$ cat config.mk
export PLATFORM = sky130hd
export DESIGN_NAME = ssrq_top
export DESIGN_NICKNAME = d
export VERILOG_FILES = /design/src/hw/ssrq_pkg.sv /design/src/hw/ssrq_top.sv
export VERILOG_INCLUDE_DIRS = /design/src /design/src/hw
export SDC_FILE = /design/constraint.sdc
export NUM_CORES = 1
export LEC_CHECK = 0
export BUFFER_PORTS_ARGS = -buffer_cell sky130_fd_sc_hd__buf_2
export CORE_ASPECT_RATIO = 1.75
export CORE_MARGIN = 2
export CORE_UTILIZATION = 35
export CTS_BUF_LIST = sky130_fd_sc_hd__clkbuf_8 sky130_fd_sc_hd__clkbuf_16
export DETAILED_ROUTE_END_ITERATION = 12
export SLEW_MARGIN = 10
export SYNTH_ARGS = -nofsm -noshare
export SYNTH_HDL_FRONTEND = slang
export SYNTH_SLANG_ARGS = --single-unit
$ cat constraint.sdc
create_clock -name CORE_CLK_IN -period 4.68 [get_ports CORE_CLK_IN]
set_clock_uncertainty 0.2 [all_clocks]
set_input_delay 0.234 -clock CORE_CLK_IN [delete_from_list [all_inputs] [get_ports CORE_CLK_IN]]
set_output_delay 0.234 -clock CORE_CLK_IN [all_outputs]
set_load 0.02 [all_outputs]
$ cat src/hw/ssrq_params.svh
/*
  Offsets, bit positions, reset values and widths for the status
  reporting and service request block. Assumes inclusion by bare name.
*/
`ifndef SSRQ_PARAMS_SVH
`define SSRQ_PARAMS_SVH

// Questionable condition bit positions
`define SSRQ_Q_VOLT_BIT     0
`define SSRQ_Q_PWR_BIT      3
`define SSRQ_Q_TEMP_BIT     4
`define SSRQ_Q_CAL_BIT      8
`define SSRQ_Q_INST_BIT     13
`define SSRQ_Q_WARN_BIT     14
// Writable mask bits, 0 to 32767
`define SSRQ_QEN_MASK       16'h7fff
// Standard event bit positions
`define SSRQ_E_OPC_BIT      0
`define SSRQ_E_DDE_BIT      3
`define SSRQ_E_EXE_BIT      4
`define SSRQ_E_CME_BIT      5
`define SSRQ_E_PWRON_BIT    7
// Status byte bit positions
`define SSRQ_S_QUES_BIT     3
`define SSRQ_S_EVSUM_BIT    5
`define SSRQ_S_RQS_BIT      6
// Reset values
`define SSRQ_QEN_RST        16'h0000
`define SSRQ_EVMASK_RST     8'h00
`define SSRQ_RQEN_RST       8'h00
`define SSRQ_EVREG_RST      8'h80

`endif

$ cat src/hw/ssrq_pkg.sv
/*
  Types of the status reporting block: command codes.
  Assumes nothing of its surroundings.
*/
package ssrq_pkg;

  // Commands from the remote command decoder
  typedef enum logic [3:0] {
    SSRQ_RD_QCOND   = 4'h0,
    SSRQ_RD_QEVT    = 4'h1,
    SSRQ_WR_QEN     = 4'h2,
    SSRQ_RD_QEN     = 4'h3,
    SSRQ_CLS        = 4'h4,
    SSRQ_WR_EVMASK  = 4'h5,
    SSRQ_RD_EVMASK  = 4'h6,
    SSRQ_RD_EVREG   = 4'h7,
    SSRQ_WR_RQEN    = 4'h8,
    SSRQ_RD_RQEN    = 4'h9,
    SSRQ_RD_SUMBYTE = 4'ha
  } ssrq_cmd_type;

endpackage : ssrq_pkg

$ cat src/hw/ssrq_top.sv
/*
  Status reporting and service request logic of a remote interface.
  Assumes a command decoder on the same clock presenting one decoded
  command per cycle, and condition and event sources on the same clock.
*/
// What this block does
// RULE1 - Questionable bit 0 follows supply voltage out of range.
// RULE2 - Questionable bit 3 set while a power measurement error exists.
// RULE3 - Questionable bit 4 set when sensor drifted over 4C since autocal.
// RULE4 - Questionable bit 8 set when a sensor needs calibration or zeroing.
// RULE5 - Questionable condition read returns 16 bits, 0 to 32767.
// RULE6 - Bit 13 instrument summary, bit 14 command warning, others zero.
// RULE7 - Questionable enable mask writable and readable, 0 to 32767.
// RULE8 - Enabled questionable bit going true raises a service request.
// RULE9 - A clear mask bit never raises a request for its condition.
// RULE10 - Status byte summary bits are OR of enabled subordinate bits.
// RULE11 - Clear-status resets status registers, error queue, measurement.
// RULE12 - Standard event enable mask writable and readable, 0 to 255.
// RULE13 - Standard events request service only if request enable bit 5.
// RULE14 - Event bits latch high and the register clears after reading.
// RULE15 - Standard event bits: 0 done, 3 device, 4 exec, 5 cmd, 7 power.
`timescale 1ns/1ns
`include "ssrq_params.svh"

module ssrq_top (
  // Clock and reset
  input  wire logic        CORE_CLK_IN,
  input  wire logic        SRST_IN,
  // Command port
  input  wire logic        CMD_VALID_IN,
  input  wire logic [3:0]  CMD_CODE_IN,
  input  wire logic [15:0] CMD_DATA_IN,
  output logic             RD_VALID_OUT,
  output logic      [15:0] RD_DATA_OUT,
  // Questionable condition sources (levels)
  input  wire logic        SUPPLY_FAULT_IN,
  input  wire logic        POWER_ERROR_IN,
  input  wire logic        TEMP_DRIFT_IN,
  input  wire logic        CAL_NEEDED_IN,
  input  wire logic        INST_SUMMARY_IN,
  input  wire logic        CMD_WARNING_IN,
  // Standard event sources (pulses)
  input  wire logic        OP_COMPLETE_IN,
  input  wire logic        DEV_ERROR_IN,
  input  wire logic        EXEC_ERROR_IN,
  input  wire logic        CMD_ERROR_IN,
  // Service request and clear-status side effects
  output logic             SRQ_OUT,
  output logic             ERRQ_CLEAR_OUT,
  output logic             MEAS_CLEAR_OUT
);

  // ----------------------------------------------------------------
  // State
  // ----------------------------------------------------------------
  typedef struct packed {
    logic [15:0] qen;
    logic [15:0] qevt;
    logic [7:0]  std_event_enable_mask;
    logic [7:0]  std_event_register;
    logic [7:0]  service_request_enable;
    logic        rd_valid;
    logic [15:0] rd_data;
    logic        errq_clr;
    logic        meas_clr;
    logic        srq;
  } ssrq_state_type;

  ssrq_state_type q;
  ssrq_state_type d;

  logic [15:0] qcond;
  logic [7:0]  ev_set;
  logic        ques_sum;
  logic        event_summary_flag;
  logic [7:0]  service_summary_byte;
  logic        cmd_hit;
  logic        is_cls;

  // ----------------------------------------------------------------
  // Condition and summaries
  // ----------------------------------------------------------------
  // Live questionable condition; unassigned bits stay zero
  always_comb begin
    qcond                        = 16'h0000;                  // RULE6
    qcond[`SSRQ_Q_VOLT_BIT]      = SUPPLY_FAULT_IN;           // RULE1
    qcond[`SSRQ_Q_PWR_BIT]       = POWER_ERROR_IN;            // RULE2
    qcond[`SSRQ_Q_TEMP_BIT]      = TEMP_DRIFT_IN;             // RULE3
    qcond[`SSRQ_Q_CAL_BIT]       = CAL_NEEDED_IN;             // RULE4
    qcond[`SSRQ_Q_INST_BIT]      = INST_SUMMARY_IN;           // RULE6
    qcond[`SSRQ_Q_WARN_BIT]      = CMD_WARNING_IN;            // RULE6
  end

  // Standard event set terms
  always_comb begin
    ev_set                       = 8'h00;
    ev_set[`SSRQ_E_OPC_BIT]      = OP_COMPLETE_IN;            // RULE15
    ev_set[`SSRQ_E_DDE_BIT]      = DEV_ERROR_IN;              // RULE15
    ev_set[`SSRQ_E_EXE_BIT]      = EXEC_ERROR_IN;             // RULE15
    ev_set[`SSRQ_E_CME_BIT]      = CMD_ERROR_IN;              // RULE15
  end

  // Summary bits of the status byte
  assign ques_sum           = |(q.qevt & q.qen);                 // RULE10
  assign event_summary_flag = |(q.std_event_register             // RULE10
                                & q.std_event_enable_mask);

  always_comb begin
    service_summary_byte                     = 8'h00;
    service_summary_byte[`SSRQ_S_QUES_BIT]   = ques_sum;
    service_summary_byte[`SSRQ_S_EVSUM_BIT]  = event_summary_flag;
    service_summary_byte[`SSRQ_S_RQS_BIT]    = q.srq;
  end

  assign cmd_hit = CMD_VALID_IN;
  assign is_cls  = cmd_hit && (CMD_CODE_IN == ssrq_pkg::SSRQ_CLS);

  // ----------------------------------------------------------------
  // Next state
  // ----------------------------------------------------------------
  always_comb begin
    d          = q;
    d.rd_valid = 1'b0;
    d.errq_clr = 1'b0;
    d.meas_clr = 1'b0;
    // Command decode
    if (cmd_hit) begin
      case (CMD_CODE_IN)
        ssrq_pkg::SSRQ_RD_QCOND: begin
          d.rd_valid = 1'b1;
          d.rd_data  = qcond & `SSRQ_QEN_MASK;                // RULE5
        end
        ssrq_pkg::SSRQ_RD_QEVT: begin
          d.rd_valid = 1'b1;
          d.rd_data  = q.qevt;
          d.qevt     = 16'h0000;                              // RULE14
        end
        ssrq_pkg::SSRQ_WR_QEN: begin
          d.qen = CMD_DATA_IN & `SSRQ_QEN_MASK;               // RULE7
        end
        ssrq_pkg::SSRQ_RD_QEN: begin
          d.rd_valid = 1'b1;
          d.rd_data  = q.qen;                                 // RULE7
        end
        ssrq_pkg::SSRQ_CLS: begin
          d.qevt               = 16'h0000;                    // RULE11
          d.std_event_register = 8'h00;                       // RULE11
          d.errq_clr           = 1'b1;                        // RULE11
          d.meas_clr           = 1'b1;                        // RULE11
        end
        ssrq_pkg::SSRQ_WR_EVMASK: begin
          d.std_event_enable_mask = CMD_DATA_IN[7:0];         // RULE12
        end
        ssrq_pkg::SSRQ_RD_EVMASK: begin
          d.rd_valid = 1'b1;
          d.rd_data  = {8'h00, q.std_event_enable_mask};      // RULE12
        end
        ssrq_pkg::SSRQ_RD_EVREG: begin
          d.rd_valid           = 1'b1;
          d.rd_data            = {8'h00, q.std_event_register};
          d.std_event_register = 8'h00;                       // RULE14
        end
        ssrq_pkg::SSRQ_WR_RQEN: begin
          d.service_request_enable = CMD_DATA_IN[7:0];        // RULE13
        end
        ssrq_pkg::SSRQ_RD_RQEN: begin
          d.rd_valid = 1'b1;
          d.rd_data  = {8'h00, q.service_request_enable};
        end
        ssrq_pkg::SSRQ_RD_SUMBYTE: begin
          d.rd_valid = 1'b1;
          d.rd_data  = {8'h00, service_summary_byte};
        end
        default: begin
          d.rd_valid = 1'b0;
        end
      endcase
    end
    // Latching of new events; a set beats a same-cycle clear
    d.qevt               = d.qevt | qcond;                    // RULE14
    d.std_event_register = d.std_event_register | ev_set;     // RULE14
    // Service request: questionable summary, or gated event summary
    d.srq = ques_sum                                          // RULE8 RULE9
          | (event_summary_flag                               // RULE13
             & q.service_request_enable[`SSRQ_S_EVSUM_BIT]);
  end

  // Register the state; power-on flag set out of reset
  always_ff @(posedge CORE_CLK_IN) begin
    if (SRST_IN) begin
      q.qen                <= `SSRQ_QEN_RST;
      q.qevt               <= 16'h0000;
      q.std_event_enable_mask  <= `SSRQ_EVMASK_RST;
      q.std_event_register     <= `SSRQ_EVREG_RST;            // RULE15
      q.service_request_enable <= `SSRQ_RQEN_RST;
      q.rd_valid           <= 1'b0;
      q.rd_data            <= 16'h0000;
      q.errq_clr           <= 1'b0;
      q.meas_clr           <= 1'b0;
      q.srq                <= 1'b0;
    end else begin
      q <= d;
    end
  end

  // Outputs straight from flip-flops
  assign RD_VALID_OUT   = q.rd_valid;
  assign RD_DATA_OUT    = q.rd_data;
  assign SRQ_OUT        = q.srq;
  assign ERRQ_CLEAR_OUT = q.errq_clr;
  assign MEAS_CLEAR_OUT = q.meas_clr;

  // Command match helper, declared ahead of its first use
  function automatic logic is_cmd(input ssrq_pkg::ssrq_cmd_type c);
    is_cmd = CMD_VALID_IN && (CMD_CODE_IN == c);
  endfunction : is_cmd

  wire rd_qcond = is_cmd(ssrq_pkg::SSRQ_RD_QCOND);
endmodule : ssrq_top

==> impl_metrics.toml, run 1 <==
[pwr]
power_mw = 1.38
power.leakage_nw = 1.65
power_density_nw_per_um2 = 371
peakVddDrop_uv = 219

[cts]
cts_tree = "built"
htree_num_levels = 3
cts_buffer_depth = 2
cts_made_buffers = 9
cts.repair.resized = 0
clk_pin_slew_ps = 50
clk_latency_ps = 330
clock-sinks = 60
root_buffer = "clkbuf_16"

[synth]
synthFlopType = "dfxtp_1"
synth-seq-cells = 60
yosysWarnings = 0
ys_seq_area_frac = 0.398
synth_edf_count = 0
syn_inst = 317
synthArstFlopShare = 0
syn_area_um2 = 3020
synth.avg_cell_area_um2 = 9.53
syn_nets = 350
ys_types = 58

[timing]
worst-slew-pin-transition_ps = 590
period_needed_ps = 1940
finalHoldViolCount = 0
rsz0062_at_grt = "false"
slew_headroom = 0.596
setup_viol = 0
slew_viol_final = 0
fmax_ghz = 0.516
finalCritPeriodShare = 0.414
timing.hold.ws_ps = 42.4
setup_tns_ps = 0

[drt]
wl_per_cell_um = 15.6
vias = 2486
route.detailed.drc = 0
drt-initial-drc-count = 130
dr.pass1.iters = 4
ant_nets = 0
vias_per_cell = 5.12
drt_wl_total_mm = 7.60

[final_layout]
final_cell_mix = "60 x dfxtp_1, 50 x buf_2, 46 x nor2_1"
syn_to_final_growth_pct = 23.1
final_common_cell = "dfxtp_1"
stdcell_area_um2 = 3720
fillCellCount = 856
drive_gt1_frac = 0.240
nNetsFinal = 399
n_antenna_cell = 0
fin_cells = 486

[placement]
placedCellCount = 446
dpl-instance-area_um2 = 3160
port_buffers = 50
place_congestion = 0.897
dp_hpwl_mm = 5.50

[floorplanning]
die_w_um = 74.2
rows = 44
io_pins = 53
start_util = 0.361
core-area_um2 = 8370
die_area_um2 = 9420
die_y_um = 127

[setup_path]
worstPathArrival_ps = 1930
endpoint_kind = "register"
crit_path_max_fanout = 20
cp.required_ps = 4670
worstSetupPathType = "in2reg"
critPathLaunchType = "input port"

[global_route]
grt_pass1_wl_mm = 11.7
grt_pass1_vias = 2348
grt_use_total = 0.167
grt-ovfl-total = 0
antenna_found_initial = 0
grt_max_degree = 56

[hold_path]
hold_class = "in2reg"

[job]
max_cap_violations = 0

[outcome]
status = "finished clean"
## power by group
group	switching (mW)	internal (mW)
logic	0.0880	0.0631
registers	0.0114	0.529
clock network	0.221	0.468
total	0.321	1.06
## synth_stat cells (5+ instances only)
| library cell | instances | share of area |
|---|---|---|
| nand3_1 | 7 | 0.012 |
| buf_6 | 6 | 0.022 |
| a31oi_1 | 5 | 0.010 |
| a21oi_1 | 25 | 0.041 |
| inv_1 | 9 | 0.011 |
| nor2_1 | 46 | 0.057 |
| buf_2 | 5 | 0.0083 |
| mux2i_1 | 34 | 0.11 |
| a22oi_1 | 5 | 0.012 |
| nand2_1 | 5 | 0.0062 |
| and3_1 | 7 | 0.014 |
| o21ai_0 | 5 | 0.0083 |
| clkbuf_1 | 6 | 0.0075 |
| buf_4 | 20 | 0.050 |
| a22o_1 | 5 | 0.014 |
| dfxtp_1 | 60 | 0.40 |
## kinds of logic after synthesis
family | after synthesis | synth area share
other | 1 | 0.00124
AND/OR/NAND/NOR | 91 | 0.173
AO/OA/AOI/OAI | 76 | 0.186
flip-flops | 60 | 0.398
buffers and inverters | 48 | 0.101
XOR/XNOR | 1 | 0.00290
multiplexers | 40 | 0.139
## flip-flops by register name (all words and copies together) (netlist names)
name and flops:
q 42, RD_DATA_OUT 15, SRQ_OUT 1, RD_VALID_OUT 1, ERRQ_CLEAR_OUT 1
## worst max-delay path, stage by stage
cell     delay [ps]
buf_2           380
nor2b_4         400
and4_1          590
mux2i_1         250
nor2_1           60
## layer usage
layer  up-vias  part of all wire  global-route usage
li1       1228                 -                   -
met1      1172              0.40               0.181
met2        70              0.53               0.288
met3        16             0.041              0.0349
met4         0             0.034              0.0987
met5         -                 0                   0
## metrics by stage
| stage | setup WS [ps] | util |
|---|---|---|
| after global routing | 2610 | 0.445 |
| after floorplan | 3110 | - |
| final | 2740 | 0.445 |
| after global placement | 2420 | 0.377 |
| after CTS | 2750 | 0.445 |
| after detailed placement | 2400 | 0.377 |
## layout make-up
| class | instances | area [µm²] | area share |
|---|---|---|---|
| multi-input combinational | 209 | 1510 | 0.407 |
| sequential | 60 | 1200 | 0.323 |
| timing repair buffer | 75 | 498 | 0.134 |
| clock buffer | 13 | 280 | 0.0753 |
| tap | 115 | 144 | 0.0387 |
| clock inverter | 3 | 42.5 | 0.0114 |
| inverter | 11 | 41.3 | 0.0111 |
## timing repair
item | CTS | global route
setup buffers | 0 | 0
hold buffers | 24 | 0
endpoints found under the hold margin | 37 | 0
## worst paths after layout
check                                    from                     endpoint  slack, ps  cells after the start
setup reg to reg             q[31]$_SDFF_PP0_  RD_DATA_OUT[5]$_SDFFE_PP0P_       2810                      4
hold reg to reg   RD_DATA_OUT[4]$_SDFFE_PP0P_  RD_DATA_OUT[4]$_SDFFE_PP0P_        260                      2
setup / recovery               CMD_CODE_IN[2]           q[43]$_SDFFE_PP0P_       2740                      5
hold / removal                 CMD_DATA_IN[4]           q[64]$_SDFFE_PP0P_         40                      3
Note: power is estimated with default switching activity, not from simulation.
==> run 2, diff against run 1 <==
Clock period 4.68 ns to 1.75 ns, I/O delays scaled along.
==> run 2 against run 1 <==
  * Sequential power increased to 2.7 times the previous value
  * Global-route usage increased by 1.7 points
  * Clock-buffer cell count decreased by 2
  * Die area unchanged
  * Critical path type is now reg2reg
  * Critical endpoint is now RD_DATA_OUT[5]$_SDFFE_PP0P_
  * Largest power group unchanged
==> impl_metrics.toml, run 2 (synthesized netlist as in run 1, its figures left out) <==
[timing]
rsz0062_at_grt = "false"
setup_tns_ps = 0
finalCritPeriodShare = 0.965
setup_viol = 0
fin_ws_ps = 62.0
slew_viol_final = 0
timing.hold.ws_ps = 128
finalHoldViolCount = 0
fmax_ghz = 0.592
period_needed_ps = 1690

[drt]
wl_per_cell_um = 15.6
dr.pass1.iters = 4
drt_wl_total_mm = 8.03
vias = 2588
ant_nets = 0
vias_per_cell = 5.04
route.detailed.drc = 0
drt-initial-drc-count = 138

[placement]
dpl-instance-area_um2 = 3380
dp_hpwl_mm = 5.94
port_buffers = 50
placedCellCount = 471
place_congestion = 0.982
dpl_worst_slack_ps = -39.6

[cts]
clk_latency_ps = 330
cts_buffer_depth = 2
clk_pin_slew_ps = 50
cts_made_buffers = 9
root_buffer = "clkbuf_16"
postCtsSetupBuffers = 0
htree_num_levels = 3
cts_tree = "built"
clock-sinks = 60

[setup_path]
worstPathArrival_ps = 1690
crit_slowest_cell = "a2111oi_2"
crit_path_max_fanout = 2
endpoint_kind = "register"
critPathBufInv = 0
path_cells = "a222oi_1 > nand2_1 > a2111oi_2 > o22ai_1"
worstSetupPathType = "reg2reg"
cp_top_family = "compound AO/OA/AOI/OAI gates"
critPathLaunchType = "register"
slowest_delay_ps = 420
cp.required_ps = 1750

[global_route]
antenna_found_initial = 0
grt_use_total = 0.184
grt_pass1_vias = 2582
grt_pass1_wl_mm = 12.9
grt_max_degree = 52
grt-ovfl-total = 0

[final_layout]
syn_to_final_growth_pct = 31.2
n_antenna_cell = 0
final_cell_mix = "60 x dfxtp_1, 50 x buf_2, 46 x nor2_1"
fin_cells = 514
nNetsFinal = 427
drive_gt1_frac = 0.286
utilization = 0.474
largest-register = "q"
final_common_cell = "dfxtp_1"
stdcell_area_um2 = 3960
largest_register_ff_count = 42

[pwr]
swShare = 0.242
peakVddDrop_uv = 521
power_density_nw_per_um2 = 930
p_sw_mw = 0.892
comb_power_share = 0.127
clkPwrFrac = 0.482
pwr-share-seq = 0.391
power_mw = 3.69
intPower_mw = 2.79
power.leakage_nw = 1.80

[floorplanning]
die_w_um = 74.2
rows = 44
die_area_um2 = 9420
io_pins = 53
start_util = 0.361
core-area_um2 = 8370
die_y_um = 127

[job]
max_cap_violations = 0

[hold_path]
hold_class = "in2reg"

[outcome]
status = "finished clean"
run 2: changes by cell type in the layout (fill, tap and decap cells not counted):
cell,previous run,this run
a2111oi_0,1,0
a2111oi_2,0,1
buf_12,0,3
buf_4,1,23
clkbuf_8,4,2
clkinv_2,1,2
dlygate4sd3_1,24,27
inv_1,9,10
run 2: worst min-delay path: stages:
cell and delay (ps):
buf_2 190, nor2_1 160, and4_1 190
run 2: metal layers:
metal	GRT usage	wire (µm)	up-vias	share of wire
li1	-	-	1287	-
met1	0.192	3150	1216	0.39
met2	0.316	4200	60	0.52
met3	0.0556	334	25	0.042
met4	0.106	350	0	0.044
met5	0	0	-	0
run 2: worst paths after layout:
kind | slack (ps) | startpoint | depth (start not counted) | end
worst max-delay path | 60 | q[31]$_SDFF_PP0_ | 4 | RD_DATA_OUT[5]$_SDFFE_PP0P_
worst min-delay path | 130 | CMD_CODE_IN[0] | 3 | ERRQ_CLEAR_OUT$_SDFF_PP0_
worst max register to register | 60 | q[31]$_SDFF_PP0_ | 4 | RD_DATA_OUT[5]$_SDFFE_PP0P_
worst min register to register | 260 | RD_DATA_OUT[4]$_SDFFE_PP0P_ | 2 | RD_DATA_OUT[4]$_SDFFE_PP0P_
run 2: power groups by stage:
stage	clock, mW	combinational (mW)	sequential (mW)
final	1.78	0.467	1.44
after detailed placement	0	0.418	1.47
after global placement	0	0.412	1.47
after CTS	1.82	0.466	1.44
after global routing	1.88	0.506	1.45
after floorplan	0	0.289	1.46
run 2: repair_timing:
item,CTS,global route
hold buffers,27,0
resized for setup,2,0
setup endpoints to repair,1,0
endpoints found under the hold margin,49,0
run 2: cell type report:
| class | instances | area, µm² |
|---|---|---|
| Clock inverter | 5 | 51.3 |
| Clock buffer | 11 | 253 |
| Multi-Input combinational cell | 209 | 1520 |
| Inverter | 11 | 41.3 |
| Timing Repair Buffer | 103 | 753 |
| Fill cell | 858 | 4400 |
| Sequential cell | 60 | 1200 |
| Tap cell | 115 | 144 |
